--- src/hw/sft_defines.vh ---
// register offsets, field positions and timing constants of the frame transmitter
`ifndef SFT_DEFINES_VH
`define SFT_DEFINES_VH
`define SFT_OFF_CSR        4'h0
`define SFT_OFF_DBUF       4'h4
`define SFT_OFF_PAR        4'h8
`define SFT_CSR_ENABLE     4
`define SFT_CSR_ABORT      0
`define SFT_CSR_ACTIVE     9
`define SFT_CSR_EMPTY      7
`define SFT_CSR_UNDERRUN   15
`define SFT_DBUF_SOM       8
`define SFT_DBUF_EOM       9
`define SFT_PAR_CRC_INH    9
`define SFT_PAR_CHAR_MODE  15
`define SFT_CRC_POLY_BIT   16'h8408
`define SFT_CRC_POLY_CHAR  16'hA001
`define SFT_FLAG           8'h7E
`define SFT_ABORT_CHAR     8'hFF
`define SFT_START_HALVES   4
`define SFT_STOP_HALVES    3
`endif

--- src/hw/sft_crc.v ---
// sixteen-bit serial check value generator, lsb first, two polynomials
`timescale 1ns/1ps
`default_nettype none
`include "sft_defines.vh"
module sft_crc (
    input  wire        clk,
    input  wire        rst_n,
    input  wire        ce,
    input  wire        init,
    input  wire        init_ones,
    input  wire        char_mode,
    input  wire        shift_en,
    input  wire        din,
    output reg  [15:0] crc_q
);
    wire        fb;
    wire [15:0] poly;
    wire [15:0] crc_d;

    assign fb    = crc_q[0] ^ din;
    assign poly  = char_mode ? `SFT_CRC_POLY_CHAR : `SFT_CRC_POLY_BIT;
    assign crc_d = {1'b0, crc_q[15:1]} ^ (fb ? poly : 16'h0000);

    always @(posedge clk or negedge rst_n) begin
        if (!rst_n) begin
            crc_q <= 16'hFFFF;
        end else if (ce) begin
            if (init) begin
                crc_q <= init_ones ? 16'hFFFF : 16'h0000;
            end else if (shift_en) begin
                crc_q <= crc_d;
            end
        end
    end
endmodule
`default_nettype wire

--- src/hw/sft_tx.v ---
// bit-synchronous frame transmitter with avalon-mm register slave
`timescale 1ns/1ps
`default_nettype none
`include "sft_defines.vh"
module sft_tx (
    input  wire        clk,
    input  wire        rst_n,
    input  wire        ce,
    input  wire [3:0]  avs_address,
    input  wire        avs_read,
    input  wire        avs_write,
    input  wire [31:0] avs_writedata,
    output reg  [31:0] avs_readdata,
    output reg         avs_waitrequest,
    input  wire        tx_bit_clk,
    output reg         tx_data_out,
    output reg         tx_active,
    output reg         tx_buffer_empty_flag
);
    localparam ST_IDLE  = 3'd0;
    localparam ST_START = 3'd1;
    localparam ST_RUN   = 3'd2;
    localparam ST_STOP  = 3'd3;

    localparam K_FLAG  = 3'd0;
    localparam K_DATA  = 3'd1;
    localparam K_CRCLO = 3'd2;
    localparam K_CRCHI = 3'd3;
    localparam K_ABORT = 3'd4;
    localparam K_MARK  = 3'd5;

    ////////////////////////////////////////////////////////////////////////
    // pin synchroniser for modem clock
    reg        bclk_s1_q;
    reg        bclk_s2_q;
    reg        bclk_s3_q;
    wire       fall;
    wire       rise;

    always @(posedge clk or negedge rst_n) begin
        if (!rst_n) begin
            bclk_s1_q <= 1'b0;
            bclk_s2_q <= 1'b0;
            bclk_s3_q <= 1'b0;
        end else if (ce) begin
            bclk_s1_q <= tx_bit_clk;
            bclk_s2_q <= bclk_s1_q;
            bclk_s3_q <= bclk_s2_q;
        end
    end
    assign fall = bclk_s3_q & ~bclk_s2_q;
    assign rise = ~bclk_s3_q & bclk_s2_q;

    ////////////////////////////////////////////////////////////////////////
    // registers
    reg        enable_q;
    reg        abort_req_q;
    reg        underrun_q;
    reg        crc_inh_q;
    reg        char_mode_q;
    reg [7:0]  dbuf_q;
    reg        som_q;
    reg        eom_q;
    reg        dvalid_q;
    reg        defer_q;
    reg        crc_init_req_q;

    reg [2:0]  state_q;
    reg [2:0]  kind_q;
    reg [7:0]  shreg_q;
    reg [2:0]  bitcnt_q;
    reg [2:0]  ones_q;
    reg        stuff_q;
    reg [2:0]  halves_q;
    reg        crc_en_q;

    wire [15:0] crc_val;
    wire        wr_hit;
    wire        rd_hit;
    wire        char_end;
    wire        bit_adv;
    wire        cur_bit;
    wire        crc_shift;
    wire        stuff_due;
    wire [15:0] crc_poly;
    wire [15:0] crc_fin;
    reg         load_next;
    reg  [2:0]  next_kind;
    reg  [7:0]  next_byte;
    reg         next_empty;
    reg         next_under;

    function [31:0] reg_read;
        input [3:0] addr;
        begin
            case (addr)
                `SFT_OFF_CSR:  reg_read = ({31'h0, underrun_q} << `SFT_CSR_UNDERRUN)
                                        | ({31'h0, tx_active} << `SFT_CSR_ACTIVE)
                                        | ({31'h0, tx_buffer_empty_flag} << `SFT_CSR_EMPTY)
                                        | ({31'h0, enable_q} << `SFT_CSR_ENABLE)
                                        | ({31'h0, abort_req_q} << `SFT_CSR_ABORT);
                `SFT_OFF_DBUF: reg_read = ({31'h0, eom_q} << `SFT_DBUF_EOM)
                                        | ({31'h0, som_q} << `SFT_DBUF_SOM)
                                        | {24'h0, dbuf_q};
                `SFT_OFF_PAR:  reg_read = ({31'h0, char_mode_q} << `SFT_PAR_CHAR_MODE)
                                        | ({31'h0, crc_inh_q} << `SFT_PAR_CRC_INH);
                default:       reg_read = 32'h0000_0000;
            endcase
        end
    endfunction

    // one wait cycle per access, answer on the second edge
    assign wr_hit = avs_write & ~avs_waitrequest;
    assign rd_hit = avs_read & ~avs_waitrequest;

    always @(posedge clk or negedge rst_n) begin
        if (!rst_n) begin
            avs_waitrequest <= 1'b1;
            avs_readdata    <= 32'h0000_0000;
        end else if (ce) begin
            avs_waitrequest <= ~((avs_read | avs_write) & avs_waitrequest);
            if (avs_read & avs_waitrequest) begin
                avs_readdata <= reg_read(avs_address);
            end
        end
    end

    ////////////////////////////////////////////////////////////////////////
    // serialiser: shift on falling edge of modem clock
    assign bit_adv  = fall & (state_q == ST_RUN);
    // a zero stuffed after the last bit ends the character one fall later
    assign stuff_due = ~char_mode_q & ~stuff_q & shreg_q[0] & (ones_q == 3'd4)
                     & (kind_q == K_DATA || kind_q == K_CRCLO || kind_q == K_CRCHI);
    assign char_end = bit_adv & ((~stuff_q & (bitcnt_q == 3'd7) & ~stuff_due)
                               | (stuff_q & (bitcnt_q == 3'd0)));
    assign cur_bit  = stuff_q ? 1'b0 : shreg_q[0];
    // stuffed zeros and non-data excluded from check value
    assign crc_shift = bit_adv & ~stuff_q & crc_en_q & ~crc_inh_q & (kind_q == K_DATA);
    // check value including the bit shifted on this very edge
    assign crc_poly  = char_mode_q ? `SFT_CRC_POLY_CHAR : `SFT_CRC_POLY_BIT;
    assign crc_fin   = crc_shift ? ({1'b0, crc_val[15:1]}
                                    ^ ((crc_val[0] ^ shreg_q[0]) ? crc_poly : 16'h0000))
                                 : crc_val;

    sft_crc u_crc (
        .clk       (clk),
        .rst_n     (rst_n),
        .ce        (ce),
        .init      (crc_init_req_q),
        .init_ones (~char_mode_q),
        .char_mode (char_mode_q),
        .shift_en  (crc_shift),
        .din       (shreg_q[0]),
        .crc_q     (crc_val)
    );

    // choice of the next character at a character boundary
    always @* begin
        next_kind  = K_FLAG;
        next_byte  = `SFT_FLAG;
        next_empty = 1'b0;
        next_under = 1'b0;
        load_next  = 1'b0;
        if (kind_q == K_DATA && eom_q && !crc_inh_q) begin
            next_kind  = K_CRCLO;
            next_byte  = char_mode_q ? crc_fin[7:0] : ~crc_fin[7:0];
            next_empty = 1'b1;
        end else if (kind_q == K_CRCLO) begin
            next_kind = K_CRCHI;
            next_byte = char_mode_q ? crc_val[15:8] : ~crc_val[15:8];
        end else if (char_mode_q) begin
            if (dvalid_q) begin
                next_kind  = K_DATA;
                next_byte  = dbuf_q;
                next_empty = 1'b1;
                load_next  = 1'b1;
            end else begin
                next_kind  = K_MARK;
                next_byte  = 8'hFF;
                next_under = ~eom_q & ~som_q & (kind_q != K_MARK);
            end
        end else if (som_q || eom_q || kind_q == K_CRCHI) begin
            next_kind  = K_FLAG;
            next_byte  = `SFT_FLAG;
            next_empty = 1'b1;
        end else if (abort_req_q || kind_q == K_ABORT) begin
            next_kind = K_ABORT;
            next_byte = `SFT_ABORT_CHAR;
            if (dvalid_q) begin
                next_kind = K_DATA;
                next_byte = dbuf_q;
                load_next = 1'b1;
                next_empty = 1'b1;
            end
        end else if (dvalid_q) begin
            next_kind  = K_DATA;
            next_byte  = dbuf_q;
            next_empty = 1'b1;
            load_next  = 1'b1;
        end else begin
            next_kind  = K_ABORT;
            next_byte  = `SFT_ABORT_CHAR;
            next_under = 1'b1;
        end
    end

    ////////////////////////////////////////////////////////////////////////
    // control and transmit sequencing
    always @(posedge clk or negedge rst_n) begin
        if (!rst_n) begin
            enable_q             <= 1'b0;
            abort_req_q          <= 1'b0;
            underrun_q           <= 1'b0;
            crc_inh_q            <= 1'b0;
            char_mode_q          <= 1'b0;
            dbuf_q               <= 8'h00;
            som_q                <= 1'b0;
            eom_q                <= 1'b0;
            dvalid_q             <= 1'b0;
            defer_q              <= 1'b0;
            crc_init_req_q       <= 1'b0;
            state_q              <= ST_IDLE;
            kind_q               <= K_MARK;
            shreg_q              <= 8'hFF;
            bitcnt_q             <= 3'd0;
            ones_q               <= 3'd0;
            stuff_q              <= 1'b0;
            halves_q             <= 3'd0;
            crc_en_q             <= 1'b0;
            tx_data_out          <= 1'b1;
            tx_active            <= 1'b0;
            tx_buffer_empty_flag <= 1'b1;
        end else if (ce) begin
            crc_init_req_q <= 1'b0;
            if (wr_hit) begin
                case (avs_address)
                    `SFT_OFF_CSR: begin
                        enable_q    <= avs_writedata[`SFT_CSR_ENABLE];
                        abort_req_q <= avs_writedata[`SFT_CSR_ABORT];
                    end
                    `SFT_OFF_DBUF: begin
                        dbuf_q               <= avs_writedata[7:0];
                        som_q                <= avs_writedata[`SFT_DBUF_SOM];
                        eom_q                <= avs_writedata[`SFT_DBUF_EOM];
                        dvalid_q             <= ~avs_writedata[`SFT_DBUF_SOM]
                                              & ~avs_writedata[`SFT_DBUF_EOM];
                        tx_buffer_empty_flag <= 1'b0;
                        if (avs_writedata[`SFT_DBUF_SOM]) begin
                            crc_init_req_q <= 1'b1;
                            underrun_q     <= 1'b0;
                            crc_en_q       <= 1'b0;
                        end
                    end
                    `SFT_OFF_PAR: begin
                        crc_inh_q   <= avs_writedata[`SFT_PAR_CRC_INH];
                        char_mode_q <= avs_writedata[`SFT_PAR_CHAR_MODE];
                    end
                    default: begin
                    end
                endcase
            end
            case (state_q)
                ST_IDLE: begin
                    tx_data_out <= 1'b1;
                    if (enable_q && som_q) begin
                        state_q  <= ST_START;
                        halves_q <= 3'd0;
                    end
                end
                ST_START: begin
                    if (rise || fall) begin
                        halves_q <= halves_q + 3'd1;
                    end
                    if (fall && halves_q >= `SFT_START_HALVES - 3'd1) begin
                        state_q  <= ST_RUN;
                        kind_q   <= char_mode_q ? K_DATA : K_FLAG;
                        tx_data_out <= char_mode_q ? dbuf_q[0] : 1'b0;
                        shreg_q  <= char_mode_q ? {1'b1, dbuf_q[7:1]} : {1'b1, 7'h3F};
                        bitcnt_q <= 3'd1;
                        ones_q   <= 3'd0;
                        stuff_q  <= 1'b0;
                        tx_active <= 1'b1;
                        if (!wr_hit) begin
                            tx_buffer_empty_flag <= 1'b1;
                        end
                    end
                end
                ST_RUN: begin
                    if (bit_adv) begin
                        tx_data_out <= cur_bit;
                        if (kind_q == K_DATA || kind_q == K_CRCLO || kind_q == K_CRCHI) begin
                            if (!char_mode_q && !stuff_q && shreg_q[0]) begin
                                ones_q  <= ones_q + 3'd1;
                                stuff_q <= (ones_q == 3'd4);
                            end else begin
                                ones_q  <= 3'd0;
                                stuff_q <= 1'b0;
                            end
                        end else begin
                            ones_q  <= 3'd0;
                            stuff_q <= 1'b0;
                        end
                        if (!stuff_q) begin
                            shreg_q  <= {1'b1, shreg_q[7:1]};
                            bitcnt_q <= bitcnt_q + 3'd1;
                        end
                    end
                    if (char_end) begin
                        if (!enable_q && (kind_q == K_FLAG || kind_q == K_MARK
                                          || (!som_q && !eom_q))) begin
                            state_q  <= ST_STOP;
                            halves_q <= 3'd0;
                        end else begin
                            kind_q  <= next_kind;
                            shreg_q <= next_byte;
                            bitcnt_q <= 3'd0;
                            if (kind_q == K_FLAG && next_kind == K_DATA) begin
                                crc_en_q <= 1'b1;
                            end
                            if (char_mode_q && load_next) begin
                                crc_en_q <= 1'b1;
                            end
                            if (load_next) begin
                                dvalid_q <= 1'b0;
                            end
                            if (next_under) begin
                                underrun_q <= 1'b1;
                            end
                            if (next_empty && !wr_hit) begin
                                tx_buffer_empty_flag <= 1'b1;
                            end
                        end
                        if (!enable_q && eom_q && kind_q != K_FLAG) begin
                            defer_q <= 1'b1;
                        end
                    end
                end
                ST_STOP: begin
                    // last bit stands until its closing fall, then mark
                    if (fall && halves_q >= 3'd1) begin
                        tx_data_out <= 1'b1;
                    end
                    if (rise || fall) begin
                        halves_q <= halves_q + 3'd1;
                    end
                    if (halves_q >= `SFT_STOP_HALVES + 3'd2) begin
                        state_q   <= ST_IDLE;
                        tx_active <= 1'b0;
                        crc_en_q  <= 1'b0;
                        defer_q   <= 1'b0;
                        if (defer_q && !wr_hit) begin
                            tx_buffer_empty_flag <= 1'b1;
                        end
                    end
                end
                default: begin
                    state_q <= ST_IDLE;
                end
            endcase
        end
    end
endmodule
`default_nettype wire

--- config.mk ---
export PLATFORM = sky130hd
export DESIGN_NAME = sft_tx
export DESIGN_NICKNAME = d
export VERILOG_FILES = /design/src/hw/sft_crc.v /design/src/hw/sft_tx.v
export VERILOG_INCLUDE_DIRS = /design/src /design/src/hw
export SDC_FILE = /design/constraint.sdc
export NUM_CORES = 1
export LEC_CHECK = 0
export BUFFER_PORTS_ARGS = -buffer_cell sky130_fd_sc_hd__buf_2
export CELL_PAD_IN_SITES_DETAIL_PLACEMENT = 0
export CELL_PAD_IN_SITES_GLOBAL_PLACEMENT = 1
export CORE_UTILIZATION = 40
export CTS_CLUSTER_DIAMETER = 100
export CTS_CLUSTER_SIZE = 20
export DETAILED_ROUTE_END_ITERATION = 8
export PLACE_DENSITY_LB_ADDON = 0.05
export SLEW_MARGIN = 20
export SYNTH_ARGS = -nofsm -noshare
export SYNTH_HDL_FRONTEND = slang
export SYNTH_HIERARCHICAL = 1
export SYNTH_SLANG_ARGS = --single-unit
--- constraint.sdc ---
create_clock -name clk -period 2 [get_ports clk]
set_input_delay 0.2 -clock clk [delete_from_list [all_inputs] [get_ports clk]]
set_output_delay 0.2 -clock clk [all_outputs]
set_load 0.01 [all_outputs]
# Yosys cells after proc, flatten, opt, wreduce, memory -nomap -nowiden
# Cells that the tools add are included.
# word_totals
latch_bits	0
mem_bits_rw	0
mem_count	0
regBits	98
output_inout_bits	36
romBits	0
word_cells	281
# op_classes
n_shift	0
bitwise	46
n_div	0
eq_ne	24
n_lt_le_gt_ge	3
add_sub_neg	3
n_mul	0
mux	121
reduce_logical	55
# ops
op	count
2-to-1 mux 8 bit	12
2-to-1 mux 3 bit	27
2-to-1 mux 16 bit	4
2-to-1 mux 1 bit	63
case mux 16 bit (3 select lines)	1
bitwise OR 16 x 10 -> 16 bit	2
bitwise AND 1 bit	21
case mux 3 bit (2 select lines)	3
inverter 8 bit	2
bitwise OR 16 x 1 -> 16 bit	1
bitwise OR 16 x 5 -> 16 bit	1
bitwise OR 16 x 8 -> 16 bit	1
case mux 8 bit (2 select lines)	1
XOR 15 x 16 -> 16 bit	1
logical AND 1 bit	15
AND reduction 5 bit	3
2-to-1 mux 14 bit	1
!= test 2 bit, second input constant	7
== test 3 x 2 -> 1 bit, second input constant	4
== test 3 bit, second input constant	4
inverter 1 bit	12
case mux 3 bit (4 select lines)	1
AND reduction 3 bit	4
AND reduction 6 bit	2
28 further kinds	59

# Longest topological paths before layout
# Gate-level depths: netlist (run 1).
# logic_depth
word_depth	14
depth_mapped	9

# Hierarchy
# The synthesis (run 1) kept the hierarchy.
# modules_own_cells
module	area_each_um2	instances	cells_per_inst
sft_tx	4057.6	1	437
sft_crc	820.8	1	84

# Worst setup path before layout (run 1)
# Ideal clock, no wire load.
# synth_path
path_type	register -> register
start	register kind_q[0]
end	register shreg_q[3]
t_required_ns	1.912
period_less_slack_ns	2.083
setup_time_ns	0.088
t_arrival_ns	1.996
path_slack_ns	-0.083
n_path_buf	1
stages_incl_launch_ff	8
path_cell_list	dfstp_2 buf_6 nor4b_4 nor2b_2 mux2_2 a2111o_1 o21ai_1 o21ai_2
# synth_rtl
element	line_no	rtl
start: declaration	sft_tx.v:69	reg [2:0] kind_q;
start signal: assignment	sft_tx.v:276	kind_q <= char_mode_q ? K_DATA : K_FLAG;
start signal: assignment	sft_tx.v:314	kind_q <= next_kind;
== test 3 x 1 -> 1 bit *	sft_tx.v:138	assign crc_shift = bit_adv & ~stuff_q & crc_en_q & ~crc_inh_q & (kind_q == K_DATA);
bitwise AND 1 bit *	sft_tx.v:138	
via crc_shift	sft_tx.v:83	wire crc_shift;
2-to-1 mux 16 bit *	--	
inverter 8 bit	sft_tx.v:166	next_byte = char_mode_q ? crc_fin[7:0] : ~crc_fin[7:0];
2-to-1 mux 8 bit *	sft_tx.v:166	
2-to-1 mux 8 bit *	sft_tx.v:164	if (kind_q == K_DATA && eom_q && !crc_inh_q) begin
2-to-1 mux 8 bit *	sft_tx.v:309	if (!enable_q && (kind_q == K_FLAG || kind_q == K_MARK
2-to-1 mux 8 bit *	sft_tx.v:308	if (char_end) begin
case mux 8 bit (2 select lines) *	sft_tx.v:262	case (state_q)
end signal: assignment	sft_tx.v:278	shreg_q <= char_mode_q ? {1'b1, dbuf_q[7:1]} : {1'b1, 7'h3F};
end signal: assignment	sft_tx.v:304	shreg_q <= {1'b1, shreg_q[7:1]};
end signal: assignment	sft_tx.v:315	shreg_q <= next_byte;
end: declaration	sft_tx.v:70	reg [7:0] shreg_q;
# The timed path passes the listed nets; every way through them passes the cells marked *. The select of a mux whose other input is x is not followed.
# A chain may end at the register's enable or synchronous reset.

# Worst setup path in the final report (run 1)
# layout_path
start	register state_q[1]
end	register state_q[1]
# layout_between
elab_chain_cells	5
# layout_rtl
element	line_no	rtl
start: declaration	sft_tx.v:68	reg [2:0] state_q;
start signal: assignment	sft_tx.v:222	state_q <= ST_IDLE;
start signal: assignment	sft_tx.v:266	state_q <= ST_START;
start signal: assignment	sft_tx.v:275	state_q <= ST_RUN;
== test 3 x 2 -> 1 bit	sft_tx.v:130, sft_tx.v:262	
bitwise AND 1 bit	sft_tx.v:130	assign bit_adv = fall & (state_q == ST_RUN);
bitwise AND 1 bit	sft_tx.v:134	assign char_end = bit_adv & ((~stuff_q & (bitcnt_q == 3'd7) & ~stuff_due)
!= test 2 bit (no line)	--	
AND reduction 6 bit (no line)	--	
# Parallel ways exist; a longest one is shown, timed or not.

==> impl_metrics.yaml, run 1 <==
worst_setup_path:
  critical_path_buf_inv_count: 2
  crit_family: "compound AO/OA/AOI/OAI gates"
  critical_path.max_stage_delay_ns: 0.41
  cpMaxStageDelayCell: "dfrtp_1"
  path_class: "reg -> reg"
  critPathRequiredTime_ns: 2.23
  cp-start-kind: "register"
  critical_path_arrival_ns: 2.26
  crit_fanout: 6
  crit_chain: "buf_4 > inv_1 > ha_2 > a21boi_0 > o22ai_1 > and3_4 > mux2_1"
  endpoint_kind: "register"
placement:
  numPortBuffers: 35
  dp_cells: 740
  preCtsSetupSlack_ns: -0.168
  place_hpwl_um: 9890
  place_congestion: 0.800
grt:
  grt_util_met1: 0.317
  grt_usage: 0.225
  grt_pass1_vias: 4115
  met2_usage: 0.347
  use_met3: 0.0367
  antenna_found_initial: 0
  grt_first_pass_wirelength_um: 21800
  grt_busiest_layer: "met2"
  grt.overflow.total: 0
  grt_max_degree: 42
logic_synthesis:
  syn_area_mm2: 0.00488
  synthFlopType: "dfrtp_1"
  synth-seq-area-share: 0.397
  synthCells: 521
  async_flop_share: 1.00
  ys_types: 70
  yosysWarnings: 6
  synth.ff_latch_count: 76
  post_synth.cell_area_avg_um2: 9.36
  synth-edff-count: 0
floorplan:
  rows: 39
  start_util: 0.418
  die_h_um: 112
  die_w_um: 112
  design.core.area_mm2: 0.0117
  dieArea_mm2: 0.0126
  ioPinCount: 78
drt:
  ant_nets: 0
  drc: 0
  via_count: 4250
  first_pass_iters: 4
  vias_per_cell: 5.55
  drt-total-wl_um: 13700
  drtIter0Drc: 237
  wl_per_cell_um: 17.8
sta:
  min_period_over_period: 1.01
  finalCriticalPeriod_ns: 2.03
  drv_slew: 0
  fin_ws_ns: -0.0258
  fmax_mhz: 494
  setup_viol: 1
  holdWs_ns: 0.0852
  rsz0062_at_grt: "yes"
  final-hold-violation-count: 0
  worst_clock_skew_ns: 0.00979
  fin_tns_setup_ns: -0.0258
final_layout:
  instances_no_fill: 766
  insertedDiodeCount: 0
  final_nets: 674
  mostFrequentLayoutCells: "buf_4 (73), nand2_1 (51), dfrtp_1 (46), o21ai_0 (39), buf_2 (34)"
  final_common_cell: "buf_4"
  drive_above_1_share: 0.379
  area_delta_synth_final_pct: 26.9
hold_path:
  min-delay-path-class: "in -> reg"
clocking:
  cts_sinks: 76
  cts_buffer_depth: 2
  cts_max_level: 3
  numCtsBuffers: 9
  cts_tree: "yes"
  cts_root_buf: "clkbuf_16"
  clock_latency_ns: 0.34
  clk_pin_slew_ns: 0.06
power_and_ir_drop:
  power_density_mw_per_mm2: 1150
  leakage_uw: 0.00273
  ir_drop_v: 0.000834
status:
  status: "complete, but fails checks"
  violations: "negative setup slack"
job:
  maxCapViolCount: 0
[kinds of logic after synthesis]
| group | synth area share |
|---|---|
| adders and majority gates | 0.0359 |
| other | 0.000769 |
| DFF | 0.397 |
| buffers and inverters | 0.0821 |
| muxes | 0.0841 |
| AOI/OAI and AO/OA | 0.208 |
| xor gates and xnor gates | 0.0105 |
| and+or+nand+nor | 0.181 |
[Yosys cell counts (13+ instances only)]
master	instances	area, um2
ha_1	14	175
a21oi_1	32	160
nand3_1	13	65.1
mux2i_1	14	140
nor3_1	22	110
dfstp_2	29	762
mux2_2	22	248
o21ai_0	39	195
nand2_1	53	199
clkbuf_1	15	56.3
inv_1	22	82.6
buf_4	25	188
dfrtp_1	47	1180
nor2_1	25	93.8
[area by class of cell]
class,count,area [um2]
Clock inverter,5,61.3
Tap cell,143,179
Multi-Input combinational cell,393,2860
Timing Repair Buffer,115,825
Fill cell,1119,5470
Clock buffer,11,243
Inverter,23,86.3
Sequential cell,76,1940
[repair_timing]
| action | CTS | global route |
|---|---|---|
| setup endpoints to repair | 18 | 26 |
| hold endpoints to repair | 37 | 0 |
| buffers inserted | 0 | 10 |
| gates cloned | 0 | 0 |
| resized for setup | 19 | 36 |
| pin swaps | 2 | 18 |
| hold buffers | 1 | 0 |
[stage by stage]
step	area (um2)	utilization	total power (uW)
2_1_floorplan	4960	-	4030
3_3_place_gp	5560	0.477	5030
3_5_place_dp	5560	0.477	5090
4_1_cts	5960	0.511	6860
5_1_grt	6190	0.531	7600
6_report	6190	0.531	7130
[final timing paths]
check | start | endpoint | slack, ns | cells after the start
max in group asynchronous | rst_n | shreg_q[2] | 1.13 | 3
worst max-delay path | state_q[1] | state_q[1] | -0.03 | 7
worst min-delay path | avs_writedata[2] | dbuf_q[2] | 0.09 | 2
worst max register to register | state_q[1] | state_q[1] | -0.03 | 7
min in group asynchronous | rst_n | shreg_q[1] | 0.44 | 2
worst min register to register | shreg_q[7] | shreg_q[7] | 0.47 | 2
[routing by layer]
metal / share of wire / wire length (um)
met3: 0.035 / 482
met2: 0.46 / 6340
met4: 0.015 / 210
met5: 0 / 0
met1: 0.48 / 6620
[sequential cells by signal, indices dropped and copies added, names as in the netlist, 2 cells and up]
signal and cells:
state_q 2, u_crc/crc_q 16, ones_q 3, dbuf_q 8
halves_q 3, bitcnt_q 3, shreg_q 8, avs_readdata 11
kind_q 3
[power breakdown]
group / internal, uW / total (uW) / leakage [uW] / switching (uW)
Sequential: 1950 / 2300 / 0.000922 / 341
Clock: 1000 / 1680 / 0.000138 / 676
Combinational: 1480 / 3160 / 0.00167 / 1670
Power figures use the tool's default switching activity.
==> run 2, diff against run 1 <==
==> constraint.sdc (replaced) <==
create_clock -name clk -period 2 [get_ports clk]
set_input_delay 0.4 -clock clk [delete_from_list [all_inputs] [get_ports clk]]
set_output_delay 0.4 -clock clk [all_outputs]
set_load 0.01 [all_outputs]
==> impl_metrics.yaml, run 2 (synthesis gave the netlist of run 1 again) <==
status:
  status: "complete, but fails checks"
  violations: "negative setup slack"
drt:
  via_count: 4261
  drt-total-wl_um: 13900
  vias_per_cell: 5.48
  drc: 0
  drtIter0Drc: 252
  wl_per_cell_um: 17.8
  first_pass_iters: 5
  ant_nets: 0
placement:
  place_congestion: 0.799
  place_hpwl_um: 10100
  numPortBuffers: 35
  preCtsSetupSlack_ns: -0.302
  post_dp_cell_area_mm2: 0.00560
clocking:
  clock_latency_ns: 0.35
  clk_pin_slew_ns: 0.06
  cts_sinks: 76
  cts_buffer_depth: 2
  cts_max_level: 3
  cts_tree: "yes"
  numCtsBuffers: 9
  cts_root_buf: "clkbuf_16"
sta:
  setup_viol: 1
  min_period_over_period: 1.01
  fin_ws_ns: -0.0221
  final-hold-violation-count: 0
  worst_clock_skew_ns: 0.00740
  fmax_mhz: 495
  finalCriticalPeriod_ns: 2.02
  drv_slew: 0
  rsz0062_at_grt: "yes"
floorplan:
  rows: 39
  ioPinCount: 78
  start_util: 0.418
  die_w_um: 112
  die_h_um: 112
  dieArea_mm2: 0.0126
  design.core.area_mm2: 0.0117
hold_path:
  min-delay-path-class: "in -> reg"
final_layout:
  insertedDiodeCount: 0
  top_register: "u_crc/crc_q"
  fillers: 1080
  mostFrequentLayoutCells: "buf_4 (81), nand2_1 (47), dfrtp_1 (46), o21ai_0 (37), buf_2 (34)"
  regArea_mm2: 0.00194
  largest_reg_flops: 16
  multi_input_area_mm2: 0.00296
  area_delta_synth_final_pct: 33.3
  drive_above_1_share: 0.419
  final_common_cell: "buf_4"
  biggestRegsByFlops: "u_crc/crc_q x16, avs_readdata x11"
  final_nets: 686
  final_cell_area_mm2: 0.00650
worst_setup_path:
  crit_fanout: 8
  cp-start-kind: "register"
  path_class: "reg -> reg"
  critical_path_arrival_ns: 2.29
  critPathRequiredTime_ns: 2.27
  endpoint_kind: "register"
grt:
  grt_first_pass_wirelength_um: 22100
  grt_pass1_vias: 4174
  antenna_found_initial: 0
  grt_usage: 0.230
  grt_max_degree: 29
  grt.overflow.total: 0
power_and_ir_drop:
  power_density_mw_per_mm2: 1210
  leakage_uw: 0.00287
  ir_drop_v: 0.00102
job:
  maxCapViolCount: 0
## run 2: final cells by class
cell class	count	share of cell area
inverter	23	0.0142
clock inverter	6	0.0244
tap	143	0.0275
sequential	76	0.298
timing repair buffer	127	0.144
clock buffer	10	0.0367
multi-input combinational	393	0.455
## run 2: what timing repair did
item | in CTS | in global routing
setup buffers | 11 | 6
endpoints found under the hold margin | 11 | 0
endpoints found under the setup margin | 25 | 36
hold buffers | 1 | 0
pin swaps | 18 | 21
resized for setup | 37 | 49
## run 2: final timing paths
kind | startpoint | endpoint | slack (ns) | depth (start not counted)
worst min-delay path | avs_writedata[2] | dbuf_q[2] | 0.28 | 2
min in group asynchronous | rst_n | avs_readdata[6] | 0.49 | 2
worst min register to register | shreg_q[7] | shreg_q[7] | 0.48 | 2
worst max register to register | bclk_s2_q | shreg_q[3] | -0.02 | 9
max in group asynchronous | rst_n | kind_q[2] | 0.92 | 3
worst max-delay path | bclk_s2_q | shreg_q[3] | -0.02 | 9
## run 2: layer usage
layer	track usage	share of wire	up-vias
li1	-	-	2079
met1	0.313	0.48	2094
met2	0.366	0.47	77
met3	0.0578	0.037	11
met4	0.0560	0.012	0
met5	0	0	-
## run 2: power breakdown
part / internal [uW] / total [uW] / switching [uW]
sequential: 1960 / 2330 / 370
clock: 1510 / 2190 / 680
combinational: 1610 / 3340 / 1730
## run 2: critical path: stages, from the launching register on
cell and delay (ns):
dfrtp_1 0.38, inv_2 0.07, ha_4 0.14, nand4b_1 0.16, buf_6 0.19, nor2b_4 0.12
mux2_4 0.30, a2111o_1 0.44, o21ai_2 0.09, o21ai_2 0.06
## run 2: through the flow
step / utilization / power, uW / std cells / hold slack, ns / TNS (ns)
finish: 0.558 / 7860 / 778 / 0.280 / -0.0221
global route: 0.558 / 8330 / 778 / 0.276 / -0.529
CTS: 0.538 / 7610 / 774 / 0.268 / -0.0213
detailed placement: 0.480 / 5160 / 746 / 0.317 / -1.83
global placement: 0.480 / 5110 / 746 / 0.312 / -1.83
floorplan: - / 4030 / 541 / 0.104 / 0
==> run 3, diff against run 2 <==
- CORE_UTILIZATION: 40 -> 41
- GPL_TIMING_DRIVEN: default -> 0
- clock period: 2 -> 2.6 ns (I/O delays scaled with it)
==> impl_metrics.yaml, run 3 (synthesis gave the netlist of run 1 again) <==
drt:
  via_count: 4139
  first_pass_iters: 7
  wl_per_cell_um: 18.6
  drt-total-wl_um: 13700
  ant_nets: 0
  drtIter0Drc: 287
  drc: 4
  vias_per_cell: 5.63
grt:
  grt_pass1_vias: 4241
  grt_max_degree: 41
  grt_usage: 0.236
  antenna_found_initial: 0
  grt_first_pass_wirelength_um: 22400
  grt.overflow.total: 0
worst_setup_path:
  crit_family: "compound AO/OA/AOI/OAI gates"
  timing.rr.end: "shreg_q[1]"
  cp-start-kind: "register"
  critical_path_arrival_ns: 2.74
  critical_path.max_stage_delay_ns: 0.40
  path_class: "reg -> reg"
  cp-startpoint: "state_q[0]"
  crit_cells: 9
  r2r_slack_ns: 0.16
  endpoint_kind: "register"
  path_common_cell: "a211o_1"
  cp-endpoint: "shreg_q[1]"
  r2r_start: "state_q[0]"
  cpMaxStageDelayCell: "dfrtp_1"
  crit_chain: "inv_1 > ha_1 > nand4b_1 > buf_2 > mux2i_1 > nor2_1 > a211o_1 > a211oi_1 > a211o_1"
  critical_path_buf_inv_count: 2
  crit_fanout: 10
  critPathRequiredTime_ns: 2.89
  reg2regPathDepth: 9
placement:
  place_congestion: 0.825
  numPortBuffers: 34
  dp_cells: 719
  post_dp_cell_area_mm2: 0.00533
  place_hpwl_um: 10100
sta:
  rsz0062_at_grt: "no"
  tightest_slew_ns: 0.664
  final-hold-violation-count: 0
  setup_viol: 0
  finalCriticalPeriod_ns: 2.44
  drv_slew: 0
  worst_clock_skew_ns: 0.00734
  min_period_over_period: 0.940
  slew_headroom: 0.556
  fin_tns_setup_ns: 0
  fmax_mhz: 409
final_layout:
  insertedDiodeCount: 0
  final_cell_area_mm2: 0.00563
  final_common_cell: "nand2_1"
  area_delta_synth_final_pct: 15.4
  mostFrequentLayoutCells: "nand2_1 (53), dfrtp_1 (47), o21ai_0 (39), buf_2 (38), a21oi_1 (32)"
  instances_no_fill: 735
  post-route-util: 0.489
  biggestRegsByFlops: "u_crc/crc_q x16, avs_readdata x11"
  final_nets: 643
  largest_reg_flops: 16
  top_register: "u_crc/crc_q"
  drive_above_1_share: 0.264
floorplan:
  start_util: 0.424
  rows: 39
  dieArea_mm2: 0.0123
  design.core.area_mm2: 0.0115
  die_w_um: 111
  ioPinCount: 78
  die_h_um: 111
clocking:
  cts_buffer_depth: 2
  clock_latency_ns: 0.35
  cts_sinks: 76
  cts_root_buf: "clkbuf_16"
  clk_pin_slew_ns: 0.06
  cts_tree: "yes"
  postCtsSetupBuffers: 0
  cts_max_level: 3
  numCtsBuffers: 9
status:
  status: "complete, but fails checks"
  violations: "design-rule violations"
power_and_ir_drop:
  power_density_mw_per_mm2: 869
  ir_drop_v: 0.000489
  leakage_uw: 0.00253
  design_power_total_uw: 4890
job:
  maxCapViolCount: 0
hold_path:
  min-delay-path-class: "in -> async"
run 3: changes by cell type in the layout (fill, tap and decap cells not counted), moves of 5 or more:
cell       change
a21oi_1        +5
buf_4         -55
bufinv_16      -5
clkbuf_1      +15
ha_1           +9
ha_4           -6
inv_1          +5
nand2_1        +6
nand2_2        -6
run 3: timing repair:
| action | in CTS | in global routing |
|---|---|---|
| resized for setup | 0 | 2 |
| hold buffers | 0 | 0 |
| endpoints found under the setup margin | 0 | 2 |
run 3: worst register-to-register path, stage by stage (launching register included):
cell and delay [ns]:
dfrtp_1 0.40, inv_1 0.11, ha_1 0.31, nand4b_1 0.18, buf_2 0.29, mux2i_1 0.23, nor2_1 0.08, a211o_1 0.25
a211oi_1 0.39, a211o_1 0.16
run 3: area by class of cell:
type,instances,area [um2]
fill,1137,5880
multi-input combinational,393,2630
sequential,76,1940
buffer,49,314
clock buffer,12,267
timing repair buffer,35,193
tap,143,179
inverter,23,86.3
clock inverter,4,30.0
run 3: routing by layer:
layer | share of wire | global-route usage
met4 | 0.025 | 0.109
met3 | 0.040 | 0.0334
met2 | 0.49 | 0.400
met5 | 0 | 0
met1 | 0.45 | 0.297
run 3: how the worst min path moves through the flow:
| stage | start | end | slack (ns) | depth (start not counted) |
|---|---|---|---|---|
| after floorplan | rst_n | abort_req_q | 0.22 | 0 |
| after global placement | shreg_q[7] | shreg_q[7] | 0.45 | 2 |
| after detailed placement | shreg_q[7] | shreg_q[7] | 0.46 | 2 |
| after CTS | rst_n | bitcnt_q[1] | 0.17 | 1 |
| after global routing | rst_n | bitcnt_q[0] | 0.19 | 1 |
| final | rst_n | bitcnt_q[1] | 0.14 | 1 |
run 3: where the power goes:
group,switching [uW],internal [uW]
Combinational,1120,754
Sequential,266,1500
Clock,525,730
run 3: stage by stage:
| step | hold slack [ns] | setup WS (ns) |
|---|---|---|
| 2_1_floorplan | 0.224 | 0.517 |
| 3_3_place_gp | 0.451 | 0.115 |
| 3_5_place_dp | 0.461 | 0.108 |
| 4_1_cts | 0.166 | 0.0919 |
| 5_1_grt | 0.188 | 0.0171 |
| 6_report | 0.144 | 0.156 |
